$ cat src/include/tone_key_pkg.sv
package tone_key_pkg;

    // Register byte offsets
    localparam logic [7:0] REG_CTRL = 8'h00;
    localparam logic [7:0] REG_THRESH = 8'h04;
    localparam logic [7:0] REG_MIN_CYC = 8'h08;
    localparam logic [7:0] REG_MIN_SMP = 8'h0C;
    localparam logic [7:0] REG_DISCARD = 8'h10;
    localparam logic [7:0] REG_TUNE = 8'h14;
    localparam logic [7:0] REG_BAND_LO = 8'h18;
    localparam logic [7:0] REG_BAND_HI = 8'h1C;
    localparam logic [7:0] REG_STATUS = 8'h20;
    localparam logic [7:0] REG_FREQ = 8'h24;
    localparam logic [7:0] REG_MEAS = 8'h28;
    localparam logic [7:0] REG_LO_FREQ = 8'h2C;

    // Control bit positions
    localparam int CTRL_VOX = 0;
    localparam int CTRL_IQ = 1;
    localparam int CTRL_BAND = 2;
    localparam int CTRL_CAT_TX = 3;

    // Threshold field positions
    localparam int RISE_LSB = 0;
    localparam int FALL_LSB = 8;

    // Reset values
    localparam logic [6:0] RISE_RESET = 7'h50;
    localparam logic [6:0] FALL_RESET = 7'h3C;
    localparam logic [7:0] MIN_CYC_RESET = 8'h01;
    localparam logic [15:0] MIN_SMP_RESET = 16'h01E0;
    localparam logic [7:0] DISCARD_RESET = 8'h01;
    localparam logic [31:0] TUNE_RESET = 32'h006BF0D0;
    localparam logic [31:0] BAND_LO_RESET = 32'h00000000;
    localparam logic [31:0] BAND_HI_RESET = 32'hFFFFFFFF;

    // Signal and frequency constants
    localparam logic [15:0] SAMPLE_RATE_HZ = 16'hBB80;
    localparam logic [31:0] IF_OFFSET_HZ = 32'h00002EE0;
    localparam logic [29:0] PCT_SCALE = 30'h00000064;
    localparam logic [29:0] FULL_SCALE = 30'h007FFFFF;
    localparam logic [5:0] DIV_STEPS = 6'h20;

    // Bus responses
    localparam logic [1:0] RESP_OKAY = 2'h0;
    localparam logic [1:0] RESP_SLVERR = 2'h2;

    typedef enum logic [1:0] {
        DIV_IDLE = 2'b01,
        DIV_RUN = 2'b10
    } div_state_t;

endpackage

$ cat src/rtl/sample_buffer.sv
`timescale 1ns/1ns
`default_nettype none
module sample_buffer #(
    parameter int W = 48
) (
    input wire logic i_sys_clk,
    input wire logic i_rst_n,
    input wire logic i_in_valid,
    input wire logic [W-1:0] i_in_data,
    output logic o_in_ready,
    output logic o_out_valid,
    output logic [W-1:0] o_out_data,
    input wire logic i_out_ready
);
    if (W < 1) begin : g_chk
        $error("sample_buffer width must be positive");
    end

    typedef struct packed {
        logic out_valid;
        logic [W-1:0] out_data;
        logic skid_valid;
        logic [W-1:0] skid_data;
        logic in_ready;
    } buf_t;

    buf_t q;
    buf_t d;

    // Output stage plus one skid entry: ready is a flop, so a stall costs no word
    always_comb begin
        d = q;
        if (!q.out_valid || i_out_ready) begin
            if (q.skid_valid) begin
                d.out_data = q.skid_data;
                d.out_valid = 1'b1;
                d.skid_valid = 1'b0;
            end else if (i_in_valid && q.in_ready) begin
                d.out_data = i_in_data;
                d.out_valid = 1'b1;
            end else begin
                d.out_valid = 1'b0;
            end
        end else if (i_in_valid && q.in_ready) begin
            d.skid_data = i_in_data;
            d.skid_valid = 1'b1;
        end
        d.in_ready = !d.skid_valid;
    end

    always_ff @(posedge i_sys_clk or negedge i_rst_n) begin
        if (!i_rst_n) begin
            q <= '0;
            q.in_ready <= 1'b1;
        end else begin
            q <= d;
        end
    end

    assign o_in_ready = q.in_ready;
    assign o_out_valid = q.out_valid;
    assign o_out_data = q.out_data;
endmodule // sample_buffer
`default_nettype wire

$ cat src/rtl/tone_key_top.sv
// Behaviour
// - Key off when peak below fall level
// - Measurement spans at least minimum cycles
// - Finish only when both minimums met
// - Measurement spans at least minimum samples
// - Slow tones stretch window to whole cycle
// - Skip configured first crossings after rise
// - IQ mode forwards raw I and Q
// - IQ mode adds 12 kHz LO offset
// - Out-of-band frequency blocks transmit keying
// - Key on when level exceeds rise
// - VOX keys transmit from audio level
`timescale 1ns/1ns
`default_nettype none
module tone_key_top #(
    parameter logic [15:0] QUIET_LIMIT = 16'h03C0
) (
    input wire logic i_sys_clk,
    input wire logic i_rst_n,
    input wire logic i_awvalid,
    output logic o_awready,
    input wire logic [7:0] i_awaddr,
    input wire logic i_wvalid,
    output logic o_wready,
    input wire logic [31:0] i_wdata,
    input wire logic [3:0] i_wstrb,
    output logic o_bvalid,
    input wire logic i_bready,
    output logic [1:0] o_bresp,
    input wire logic i_arvalid,
    output logic o_arready,
    input wire logic [7:0] i_araddr,
    output logic o_rvalid,
    input wire logic i_rready,
    output logic [31:0] o_rdata,
    output logic [1:0] o_rresp,
    input wire logic i_tx_valid,
    input wire logic [23:0] i_tx_sample,
    output logic o_tx_ready,
    input wire logic i_rx_valid,
    input wire logic [23:0] i_rx_i,
    input wire logic [23:0] i_rx_q,
    input wire logic [23:0] i_rx_audio,
    output logic o_rx_ready,
    output logic o_usb_valid,
    output logic [47:0] o_usb_data,
    input wire logic i_usb_ready,
    output logic o_tx_key,
    output logic [31:0] o_lo_freq,
    output logic o_meas_done,
    output logic [31:0] o_freq
);
    if (QUIET_LIMIT == 16'h0000) begin : g_chk
        $error("QUIET_LIMIT must be nonzero");
    end

    typedef struct packed {
        logic awready;
        logic wready;
        logic bvalid;
        logic [1:0] bresp;
        logic arready;
        logic rvalid;
        logic [1:0] rresp;
        logic [31:0] rdata;
        logic aw_got;
        logic w_got;
        logic [5:0] awidx;
        logic [31:0] wdata;
        logic [3:0] wstrb;
        logic [3:0] ctrl;
        logic [6:0] rise;
        logic [6:0] fall;
        logic [7:0] min_cyc;
        logic [15:0] min_smp;
        logic [7:0] discard;
        logic [31:0] tune;
        logic [31:0] band_lo;
        logic [31:0] band_hi;
        logic tx_ready;
        logic audio_on;
        logic prev_neg;
        logic [22:0] peak;
        logic [15:0] quiet;
        logic started;
        logic [7:0] disc_left;
        logic [15:0] smp_cnt;
        logic [7:0] cyc_cnt;
        logic [7:0] meas_cyc;
        logic [15:0] meas_smp;
        tone_key_pkg::div_state_t dstate;
        logic [5:0] dcnt;
        logic [31:0] num;
        logic [15:0] rem;
        logic [31:0] freq;
        logic meas_done;
        logic [15:0] meas_count;
        logic tx_key;
        logic [31:0] lo_freq;
    } st_t;

    st_t q;
    st_t d;

    // Returns {level above percent, level below percent}
    function automatic logic [1:0] lvl_cmp(input logic [22:0] a, input logic [6:0] pct);
        logic [29:0] lhs;
        logic [29:0] rhs;
        lhs = 30'(a) * tone_key_pkg::PCT_SCALE;
        rhs = 30'(pct) * tone_key_pkg::FULL_SCALE;
        return {lhs > rhs, lhs < rhs};
    endfunction

    function automatic logic mapped(input logic [5:0] idx);
        return idx <= tone_key_pkg::REG_LO_FREQ[7:2];
    endfunction

    function automatic logic [31:0] rd_word(input st_t s, input logic [5:0] idx);
        logic [31:0] v;
        v = 32'h0;
        case (idx)
            tone_key_pkg::REG_CTRL[7:2]: v = {28'h0, s.ctrl};
            tone_key_pkg::REG_THRESH[7:2]: v = {17'h0, s.fall, 1'b0, s.rise};
            tone_key_pkg::REG_MIN_CYC[7:2]: v = {24'h0, s.min_cyc};
            tone_key_pkg::REG_MIN_SMP[7:2]: v = {16'h0, s.min_smp};
            tone_key_pkg::REG_DISCARD[7:2]: v = {24'h0, s.discard};
            tone_key_pkg::REG_TUNE[7:2]: v = s.tune;
            tone_key_pkg::REG_BAND_LO[7:2]: v = s.band_lo;
            tone_key_pkg::REG_BAND_HI[7:2]: v = s.band_hi;
            tone_key_pkg::REG_STATUS[7:2]: begin
                v = {s.meas_count, 13'h0, s.dstate == tone_key_pkg::DIV_RUN, s.audio_on, s.tx_key};
            end
            tone_key_pkg::REG_FREQ[7:2]: v = s.freq;
            tone_key_pkg::REG_MEAS[7:2]: v = {8'h0, s.meas_cyc, s.meas_smp};
            tone_key_pkg::REG_LO_FREQ[7:2]: v = s.lo_freq;
            default: v = 32'h0;
        endcase
        return v;
    endfunction

    function automatic logic [31:0] wmerge(input logic [31:0] old, input logic [31:0] nw,
                                           input logic [3:0] strb);
        logic [31:0] r;
        r = old;
        for (int b = 0; b < 4; b++) begin
            if (strb[b]) begin
                r[8*b +: 8] = nw[8*b +: 8];
            end
        end
        return r;
    endfunction

    // Ones-complement magnitude: one LSB low for negatives, saves an adder
    logic [22:0] mag;
    logic [1:0] rise_cmp;
    logic [1:0] peak_cmp;
    logic tx_take;
    logic xing;
    logic sample_eval;
    logic fall_off;
    logic rise_on;
    logic meas_end;
    logic cyc_ok;
    logic smp_ok;
    logic meas_take;
    logic [8:0] cyc_next;
    logic [16:0] smp_next;
    logic band_oob;
    logic band_block;
    logic [47:0] buf_in;
    logic write_go;

    assign mag = i_tx_sample[23] ? ~i_tx_sample[22:0] : i_tx_sample[22:0];
    assign rise_cmp = lvl_cmp(mag, q.rise);
    assign peak_cmp = lvl_cmp(q.peak, q.fall);
    assign tx_take = i_tx_valid && q.tx_ready;
    assign xing = q.prev_neg && !i_tx_sample[23];
    assign sample_eval = xing || (q.quiet >= QUIET_LIMIT);
    assign fall_off = tx_take && q.audio_on && sample_eval && peak_cmp[0];
    assign rise_on = tx_take && !q.audio_on && rise_cmp[1];
    assign meas_end = tx_take && q.audio_on && xing && q.started && q.disc_left == 8'h00;
    assign cyc_next = {1'b0, q.cyc_cnt} + 9'h001;
    assign smp_next = {1'b0, q.smp_cnt} + 17'h00001;
    assign cyc_ok = cyc_next >= {1'b0, q.min_cyc};
    assign smp_ok = smp_next >= {1'b0, q.min_smp};
    assign meas_take = meas_end && cyc_ok && smp_ok && q.dstate == tone_key_pkg::DIV_IDLE;
    assign band_oob = (q.tune < q.band_lo) || (q.tune > q.band_hi);
    assign band_block = q.ctrl[tone_key_pkg::CTRL_BAND] && band_oob;
    assign buf_in = q.ctrl[tone_key_pkg::CTRL_IQ] ? {i_rx_i, i_rx_q} : {i_rx_audio, i_rx_audio};
    assign write_go = q.aw_got && q.w_got && !q.bvalid;

    always_comb begin
        logic [16:0] trial;
        logic [31:0] wv;
        trial = {q.rem, q.num[31]};
        wv = wmerge(rd_word(q, q.awidx), q.wdata, q.wstrb);
        d = q;
        d.meas_done = 1'b0;
        d.tx_ready = 1'b1;

        // Bus slave: address and data may arrive in either order
        if (i_awvalid && q.awready) begin
            d.aw_got = 1'b1;
            d.awidx = i_awaddr[7:2];
            d.awready = 1'b0;
        end
        if (i_wvalid && q.wready) begin
            d.w_got = 1'b1;
            d.wdata = i_wdata;
            d.wstrb = i_wstrb;
            d.wready = 1'b0;
        end
        if (write_go) begin
            d.aw_got = 1'b0;
            d.w_got = 1'b0;
            d.bvalid = 1'b1;
            d.bresp = mapped(q.awidx) ? tone_key_pkg::RESP_OKAY : tone_key_pkg::RESP_SLVERR;
            case (q.awidx)
                tone_key_pkg::REG_CTRL[7:2]: d.ctrl = wv[3:0];
                tone_key_pkg::REG_THRESH[7:2]: begin
                    d.rise = wv[tone_key_pkg::RISE_LSB +: 7];
                    d.fall = wv[tone_key_pkg::FALL_LSB +: 7];
                end
                tone_key_pkg::REG_MIN_CYC[7:2]: d.min_cyc = wv[7:0];
                tone_key_pkg::REG_MIN_SMP[7:2]: d.min_smp = wv[15:0];
                tone_key_pkg::REG_DISCARD[7:2]: d.discard = wv[7:0];
                tone_key_pkg::REG_TUNE[7:2]: d.tune = wv;
                tone_key_pkg::REG_BAND_LO[7:2]: d.band_lo = wv;
                tone_key_pkg::REG_BAND_HI[7:2]: d.band_hi = wv;
                default: ;
            endcase
        end
        if (q.bvalid && i_bready) begin
            d.bvalid = 1'b0;
            d.awready = 1'b1;
            d.wready = 1'b1;
        end
        if (i_arvalid && q.arready) begin
            d.arready = 1'b0;
            d.rvalid = 1'b1;
            d.rdata = rd_word(q, i_araddr[7:2]);
            d.rresp = mapped(i_araddr[7:2]) ? tone_key_pkg::RESP_OKAY : tone_key_pkg::RESP_SLVERR;
        end
        if (q.rvalid && i_rready) begin
            d.rvalid = 1'b0;
            d.arready = 1'b1;
        end

        // Key release on per-cycle peak, so a single low sample cannot drop the key
        if (tx_take) begin
            d.prev_neg = i_tx_sample[23];
            d.quiet = xing ? 16'h0000 : ((q.quiet == 16'hFFFF) ? q.quiet : q.quiet + 16'h0001);
            if (sample_eval) begin
                d.peak = mag;
                if (fall_off) begin
                    d.audio_on = 1'b0;
                end
            end else if (mag > q.peak) begin
                d.peak = mag;
            end
            if (rise_on) begin
                d.audio_on = 1'b1;
            end

            if (!q.audio_on) begin
                d.started = 1'b0;
                d.disc_left = q.discard;
            end else begin
                if (q.started && q.smp_cnt != 16'hFFFE) begin
                    d.smp_cnt = smp_next[15:0];
                end
                if (xing) begin
                    if (q.disc_left != 8'h00) begin
                        d.disc_left = q.disc_left - 8'h01;
                    end else if (!q.started) begin
                        d.started = 1'b1;
                        d.smp_cnt = 16'h0000;
                        d.cyc_cnt = 8'h00;
                    end else begin
                        // Window keeps growing until both minimums hold
                        if (q.cyc_cnt != 8'hFE) begin
                            d.cyc_cnt = cyc_next[7:0];
                        end
                        if (meas_take) begin
                            d.meas_cyc = cyc_next[7:0];
                            d.meas_smp = smp_next[15:0];
                            d.smp_cnt = 16'h0000;
                            d.cyc_cnt = 8'h00;
                            d.dstate = tone_key_pkg::DIV_RUN;
                            d.dcnt = 6'h00;
                            d.rem = 16'h0000;
                            d.num = {24'(tone_key_pkg::SAMPLE_RATE_HZ * cyc_next[7:0]), 8'h00};
                        end
                    end
                end
            end
        end

        // Restoring divider, one quotient bit a cycle, Hz with 8 fraction bits
        case (q.dstate)
            tone_key_pkg::DIV_IDLE: ;
            tone_key_pkg::DIV_RUN: begin
                if (trial >= {1'b0, q.meas_smp}) begin
                    d.rem = 16'(trial - {1'b0, q.meas_smp});
                    d.num = {q.num[30:0], 1'b1};
                end else begin
                    d.rem = trial[15:0];
                    d.num = {q.num[30:0], 1'b0};
                end
                d.dcnt = q.dcnt + 6'h01;
                if (q.dcnt == tone_key_pkg::DIV_STEPS - 6'h01) begin
                    d.dstate = tone_key_pkg::DIV_IDLE;
                    d.freq = d.num;
                    d.meas_done = 1'b1;
                    d.meas_count = q.meas_count + 16'h0001;
                end
            end
            default: d.dstate = tone_key_pkg::DIV_IDLE;
        endcase

        if (q.ctrl[tone_key_pkg::CTRL_VOX]) begin
            d.tx_key = q.audio_on && !band_block;
        end else begin
            d.tx_key = q.ctrl[tone_key_pkg::CTRL_CAT_TX] && !band_block;
        end
        d.lo_freq = q.tune + (q.ctrl[tone_key_pkg::CTRL_IQ] ? tone_key_pkg::IF_OFFSET_HZ : 32'h0);
    end

    always_ff @(posedge i_sys_clk or negedge i_rst_n) begin
        if (!i_rst_n) begin
            q <= '0;
            q.awready <= 1'b1;
            q.wready <= 1'b1;
            q.arready <= 1'b1;
            q.rise <= tone_key_pkg::RISE_RESET;
            q.fall <= tone_key_pkg::FALL_RESET;
            q.min_cyc <= tone_key_pkg::MIN_CYC_RESET;
            q.min_smp <= tone_key_pkg::MIN_SMP_RESET;
            q.discard <= tone_key_pkg::DISCARD_RESET;
            q.disc_left <= tone_key_pkg::DISCARD_RESET;
            q.tune <= tone_key_pkg::TUNE_RESET;
            q.band_lo <= tone_key_pkg::BAND_LO_RESET;
            q.band_hi <= tone_key_pkg::BAND_HI_RESET;
            q.lo_freq <= tone_key_pkg::TUNE_RESET;
            q.dstate <= tone_key_pkg::DIV_IDLE;
        end else begin
            q <= d;
        end
    end

    // Receive path to the sound card; host stall back-pressures the source
    sample_buffer #(
        .W(48)
    ) u_rx_buf (
        .i_sys_clk(i_sys_clk),
        .i_rst_n(i_rst_n),
        .i_in_valid(i_rx_valid),
        .i_in_data(buf_in),
        .o_in_ready(o_rx_ready),
        .o_out_valid(o_usb_valid),
        .o_out_data(o_usb_data),
        .i_out_ready(i_usb_ready)
    );

    assign o_awready = q.awready;
    assign o_wready = q.wready;
    assign o_bvalid = q.bvalid;
    assign o_bresp = q.bresp;
    assign o_arready = q.arready;
    assign o_rvalid = q.rvalid;
    assign o_rdata = q.rdata;
    assign o_rresp = q.rresp;
    assign o_tx_ready = q.tx_ready;
    assign o_tx_key = q.tx_key;
    assign o_lo_freq = q.lo_freq;
    assign o_meas_done = q.meas_done;
    assign o_freq = q.freq;

    logic [31:0] num_chk;
    logic [47:0] prod_chk;
    assign num_chk = {24'(tone_key_pkg::SAMPLE_RATE_HZ * q.meas_cyc), 8'h00};
    assign prod_chk = 48'(q.freq) * 48'(q.meas_smp);
endmodule // tone_key_top
`default_nettype wire

$ cat config.mk
export PLATFORM = sky130hd
export DESIGN_NAME = tone_key_top
export DESIGN_NICKNAME = d
export VERILOG_FILES = /design/src/include/tone_key_pkg.sv /design/src/rtl/sample_buffer.sv /design/src/rtl/tone_key_top.sv
export SDC_FILE = /design/constraint.sdc
export NUM_CORES = 2
export LEC_CHECK = 0
export ABC_AREA = 1
export CAP_MARGIN = 0
export CORE_ASPECT_RATIO = 0.8
export CORE_MARGIN = 1.5
export CORE_UTILIZATION = 32
export DETAILED_ROUTE_END_ITERATION = 16
export DONT_BUFFER_PORTS = 1
export GPL_TIMING_DRIVEN = 0
export HOLD_SLACK_MARGIN = 0.05
export SYNTH_ARGS = -nofsm -noshare
export SYNTH_HDL_FRONTEND = slang
export SYNTH_SLANG_ARGS = --single-unit
$ cat constraint.sdc
create_clock -name i_sys_clk -period 9.1 [get_ports i_sys_clk]
set_clock_uncertainty 0.15 [all_clocks]
set_input_delay 0.455 -clock i_sys_clk [delete_from_list [all_inputs] [get_ports i_sys_clk]]
set_output_delay 0.455 -clock i_sys_clk [all_outputs]
set_load 0.005 [all_outputs]
==> impl_metrics.toml <==
[critical_path]
critical_path_class = "reg -> reg"
timing.reg2reg.setup_slack_ns = 2.60
setup.worst_path.end_class = "flip-flop"
crit_path_max_fo = 9
timing.rr.start = "q[371]"
crit_slowest_cell = "sky130_fd_sc_hd__fa_1"
critPathMaxStageDelay_ns = 0.69
cp.arrival_ns = 6.94
timing.critical_path.required_ns = 9.54
cp_common_cell = "sky130_fd_sc_hd__nand2_1"
worstReg2RegEnd = "q[235]"
worst_r2r_path_cells = 29
critPathLaunchType = "flip-flop"

[clocking]
cts.clk_slew.worst_paths_ns = 0.06
numClockSinks = 565
post_cts_resize_count = 0
postCtsHoldBufs = 140
max-clock-path-buffers = 3
clock_latency_ns = 0.67
tritoncts.num_buffers = 66
cts.repair_timing.setup_buffer_count = 0
tritoncts = "done"
clockRootBuffer = "sky130_fd_sc_hd__clkbuf_16"
htree_depth = 3

[timing]
report.final.slew_viol_count = 315
worst_max_slew_margin_expressed_relative_to_the_limit = -0.540
hold_slack_ns = -0.658
period_needed_ns = 6.50
finalWorstSetupSlack_ns = 2.60
final.period_utilization = 0.715
hold_violations = 530
totalNegativeSetupSlack_ns = 0
worst_slew_pin_slew_ns = 2.31
rsz_0062_raised_after_global_routing = "no"
fmax_mhz = 154
finalSetupViolCount = 0

[worst_hold_path]
holdCritPathClass = "in -> async"

[floorplanning]
io-pin-count = 316
effective_utilization_at_floorplan = 0.322
die_y_um = 329
die_width_um = 410
core_area_um2 = 132000
std_cell_rows = 119
design.die.area_um2 = 135000

[yosys]
mapped_area_um2 = 42400
synth_enable_flop_cells = 0
sequential_share_of_the_synthesized_area = 0.335
synth.most_common_cell = "sky130_fd_sc_hd__nand2_1"
ys_async_sr_fraction = 1.00
ys_dominant_reg_cell = "sky130_fd_sc_hd__dfrtp_1"
netlist_instances = 5412
netlist-cell-type-count = 66
yosysWarningCount = 0
synth.cells.most_frequent = "sky130_fd_sc_hd__nand2_1 (1178), sky130_fd_sc_hd__inv_1 (792), sky130_fd_sc_hd__dfrtp_1 (491), sky130_fd_sc_hd__ha_1 (460), sky130_fd_sc_hd__o21ai_0 (434)"
postSynthRegisterBits = 565
synthesis.area_per_instance_um2 = 7.84
yosysTopAreaCell = "sky130_fd_sc_hd__dfrtp_1"
synth_top_cells_by_area = "sky130_fd_sc_hd__dfrtp_1 (29%), sky130_fd_sc_hd__ha_1 (14%), sky130_fd_sc_hd__nand2_1 (10%)"
synth_largest_type_area_fraction = 0.290

[drt]
routed_via_density = 5.15
route.vias.total = 38300
avgRoutedWirePerCell_um = 20.1
drc = 0
drt.antenna.violating_nets = 0
firstDrtPassIters = 9
drt_wl_total_um = 149000
drt_iter0_markers = 4249

[placed_design]
placed_area_um2 = 44600
finalWeightedCongestion = 0.984
buffer_ports.inserted = 0
dp_slack_ns = 2.65
post-dp-hpwl_um = 116000

[grt]
top_usage_layer = "met1"
grt_util_met1 = 0.321
grt_util_met3 = 0.0644
grt_pass1_wl_um = 225000
grt_util_met2 = 0.302
antenna_found_initial = 13
grt.total_usage = 0.217
grt_ovf = 0
grt_start_max_net_pins = 566
grt_pass1_vias = 36500

[run_status]
run_status = "complete, but fails checks"
failed_checks = "hold timing, slew limit"

[flow_run]
max_cap_violations = 0

[pwr]
static-leakage-power_nw = 23.8
power.density_cell_area_nw_per_um2 = 357
report.power.total_w = 0.0173
vdd_drop_max_mv = 0.321

[final_layout]
num-nets-final = 6345
layout-area-overhead-vs-synth_pct = 14.0
postLayoutCellArea_um2 = 48400
share_of_post_route_cells_with_drive_strength_above_1 = 0.0773
-- power breakdown --
| group | leakage [nW] | internal (W) | total (W) | switching [W] |
|---|---|---|---|---|
| clock | 1.13 | 0.00167 | 0.00288 | 0.00120 |
| sequential | 6.95 | 0.00316 | 0.00377 | 0.000616 |
| combinational | 15.7 | 0.00398 | 0.0106 | 0.00663 |
-- per-layer routing --
metal	share of wire	wire length (um)
met5	0.00046	69
met4	0.030	4460
met3	0.10	15400
met2	0.40	59600
met1	0.47	69800
-- critical path: cells and delay by family, from the launching register on --
kind                       cells  cell delay, ns
AOI/OAI and AO/OA              3            0.88
xor gates and xnor gates       1            0.15
adders and majority gates      6            2.83
buffers and inverters          5            0.38
DFF                            1            0.50
and+or+nand+nor               14            1.53
-- logic make-up (layout without fill, tap and decap cells) --
family | after synthesis | count (layout) | synth area share
flip-flops | 565 | 565 | 0.335
AND/OR/NAND/NOR | 1871 | 1871 | 0.184
buffers and inverters | 1117 | 1380 | 0.114
adder cells (fa/ha/maj) | 565 | 565 | 0.185
XOR/XNOR | 183 | 183 | 0.0378
AO/OA/AOI/OAI | 1107 | 1107 | 0.143
other | 2 | 7 | 0.000177
multiplexers | 2 | 2 | 0.000501
-- state kept, by name (all words and copies together) (netlist names), 32 cells and up --
name,flops
o_lo_freq,32
q,360
u_rx_buf.o_out_data,48
o_rdata,32
o_freq,32
u_rx_buf.q,49
-- cell type report --
class	instances	area (um^2)
multi-input cells	3731	23400
clock inverters	24	308
flip-flops and latches	565	14200
diodes	4	10.0
plain buffers	313	1820
well taps	1754	2190
inverters	804	3020
repair buffers	141	1410
fillers	13700	83300
clock buffers	98	1990
-- metrics by stage --
step | hold slack [ns] | instances | utilization
after floorplan | 0.00941 | 5413 | -
after global placement | 0.0198 | 7167 | 0.339
after detailed placement | 0.0173 | 7168 | 0.339
after CTS | -0.697 | 7430 | 0.367
after global routing | -0.682 | 7432 | 0.367
final | -0.658 | 7434 | 0.367
-- placed cells by master, fill, tap and decap left out, drive strengths merged, types with 16 or more instances in the layout --
master / Yosys / layout
nor3: 48 / 48
a22oi: 22 / 22
dfrtp: 491 / 491
clkbuf: 116 / 214
o22ai: 112 / 112
a21oi: 402 / 402
buf: 197 / 198
a221oi: 16 / 16
nor2: 336 / 336
dfstp: 74 / 74
nand4: 49 / 49
nand2: 1190 / 1190
o21ai: 444 / 444
nand3: 218 / 218
xor2: 112 / 112
inv: 797 / 800
xnor2: 71 / 71
a21o: 21 / 21
a31oi: 18 / 18
clkinv: 7 / 20
ha: 460 / 460
dlygate4sd3: 0 / 140
fa: 105 / 105
-- worst max-delay path by stage --
stage	startpoint	endpoint	slack [ns]	cells after the start
floorplan	q[371]	q[235]	3.55	29
global placement	q[371]	q[235]	2.69	29
detailed placement	q[371]	q[235]	2.65	29
CTS	q[371]	q[235]	2.63	29
global route	q[371]	q[235]	2.11	29
finish	q[371]	q[235]	2.60	29
Power figures use the tool's default switching activity.
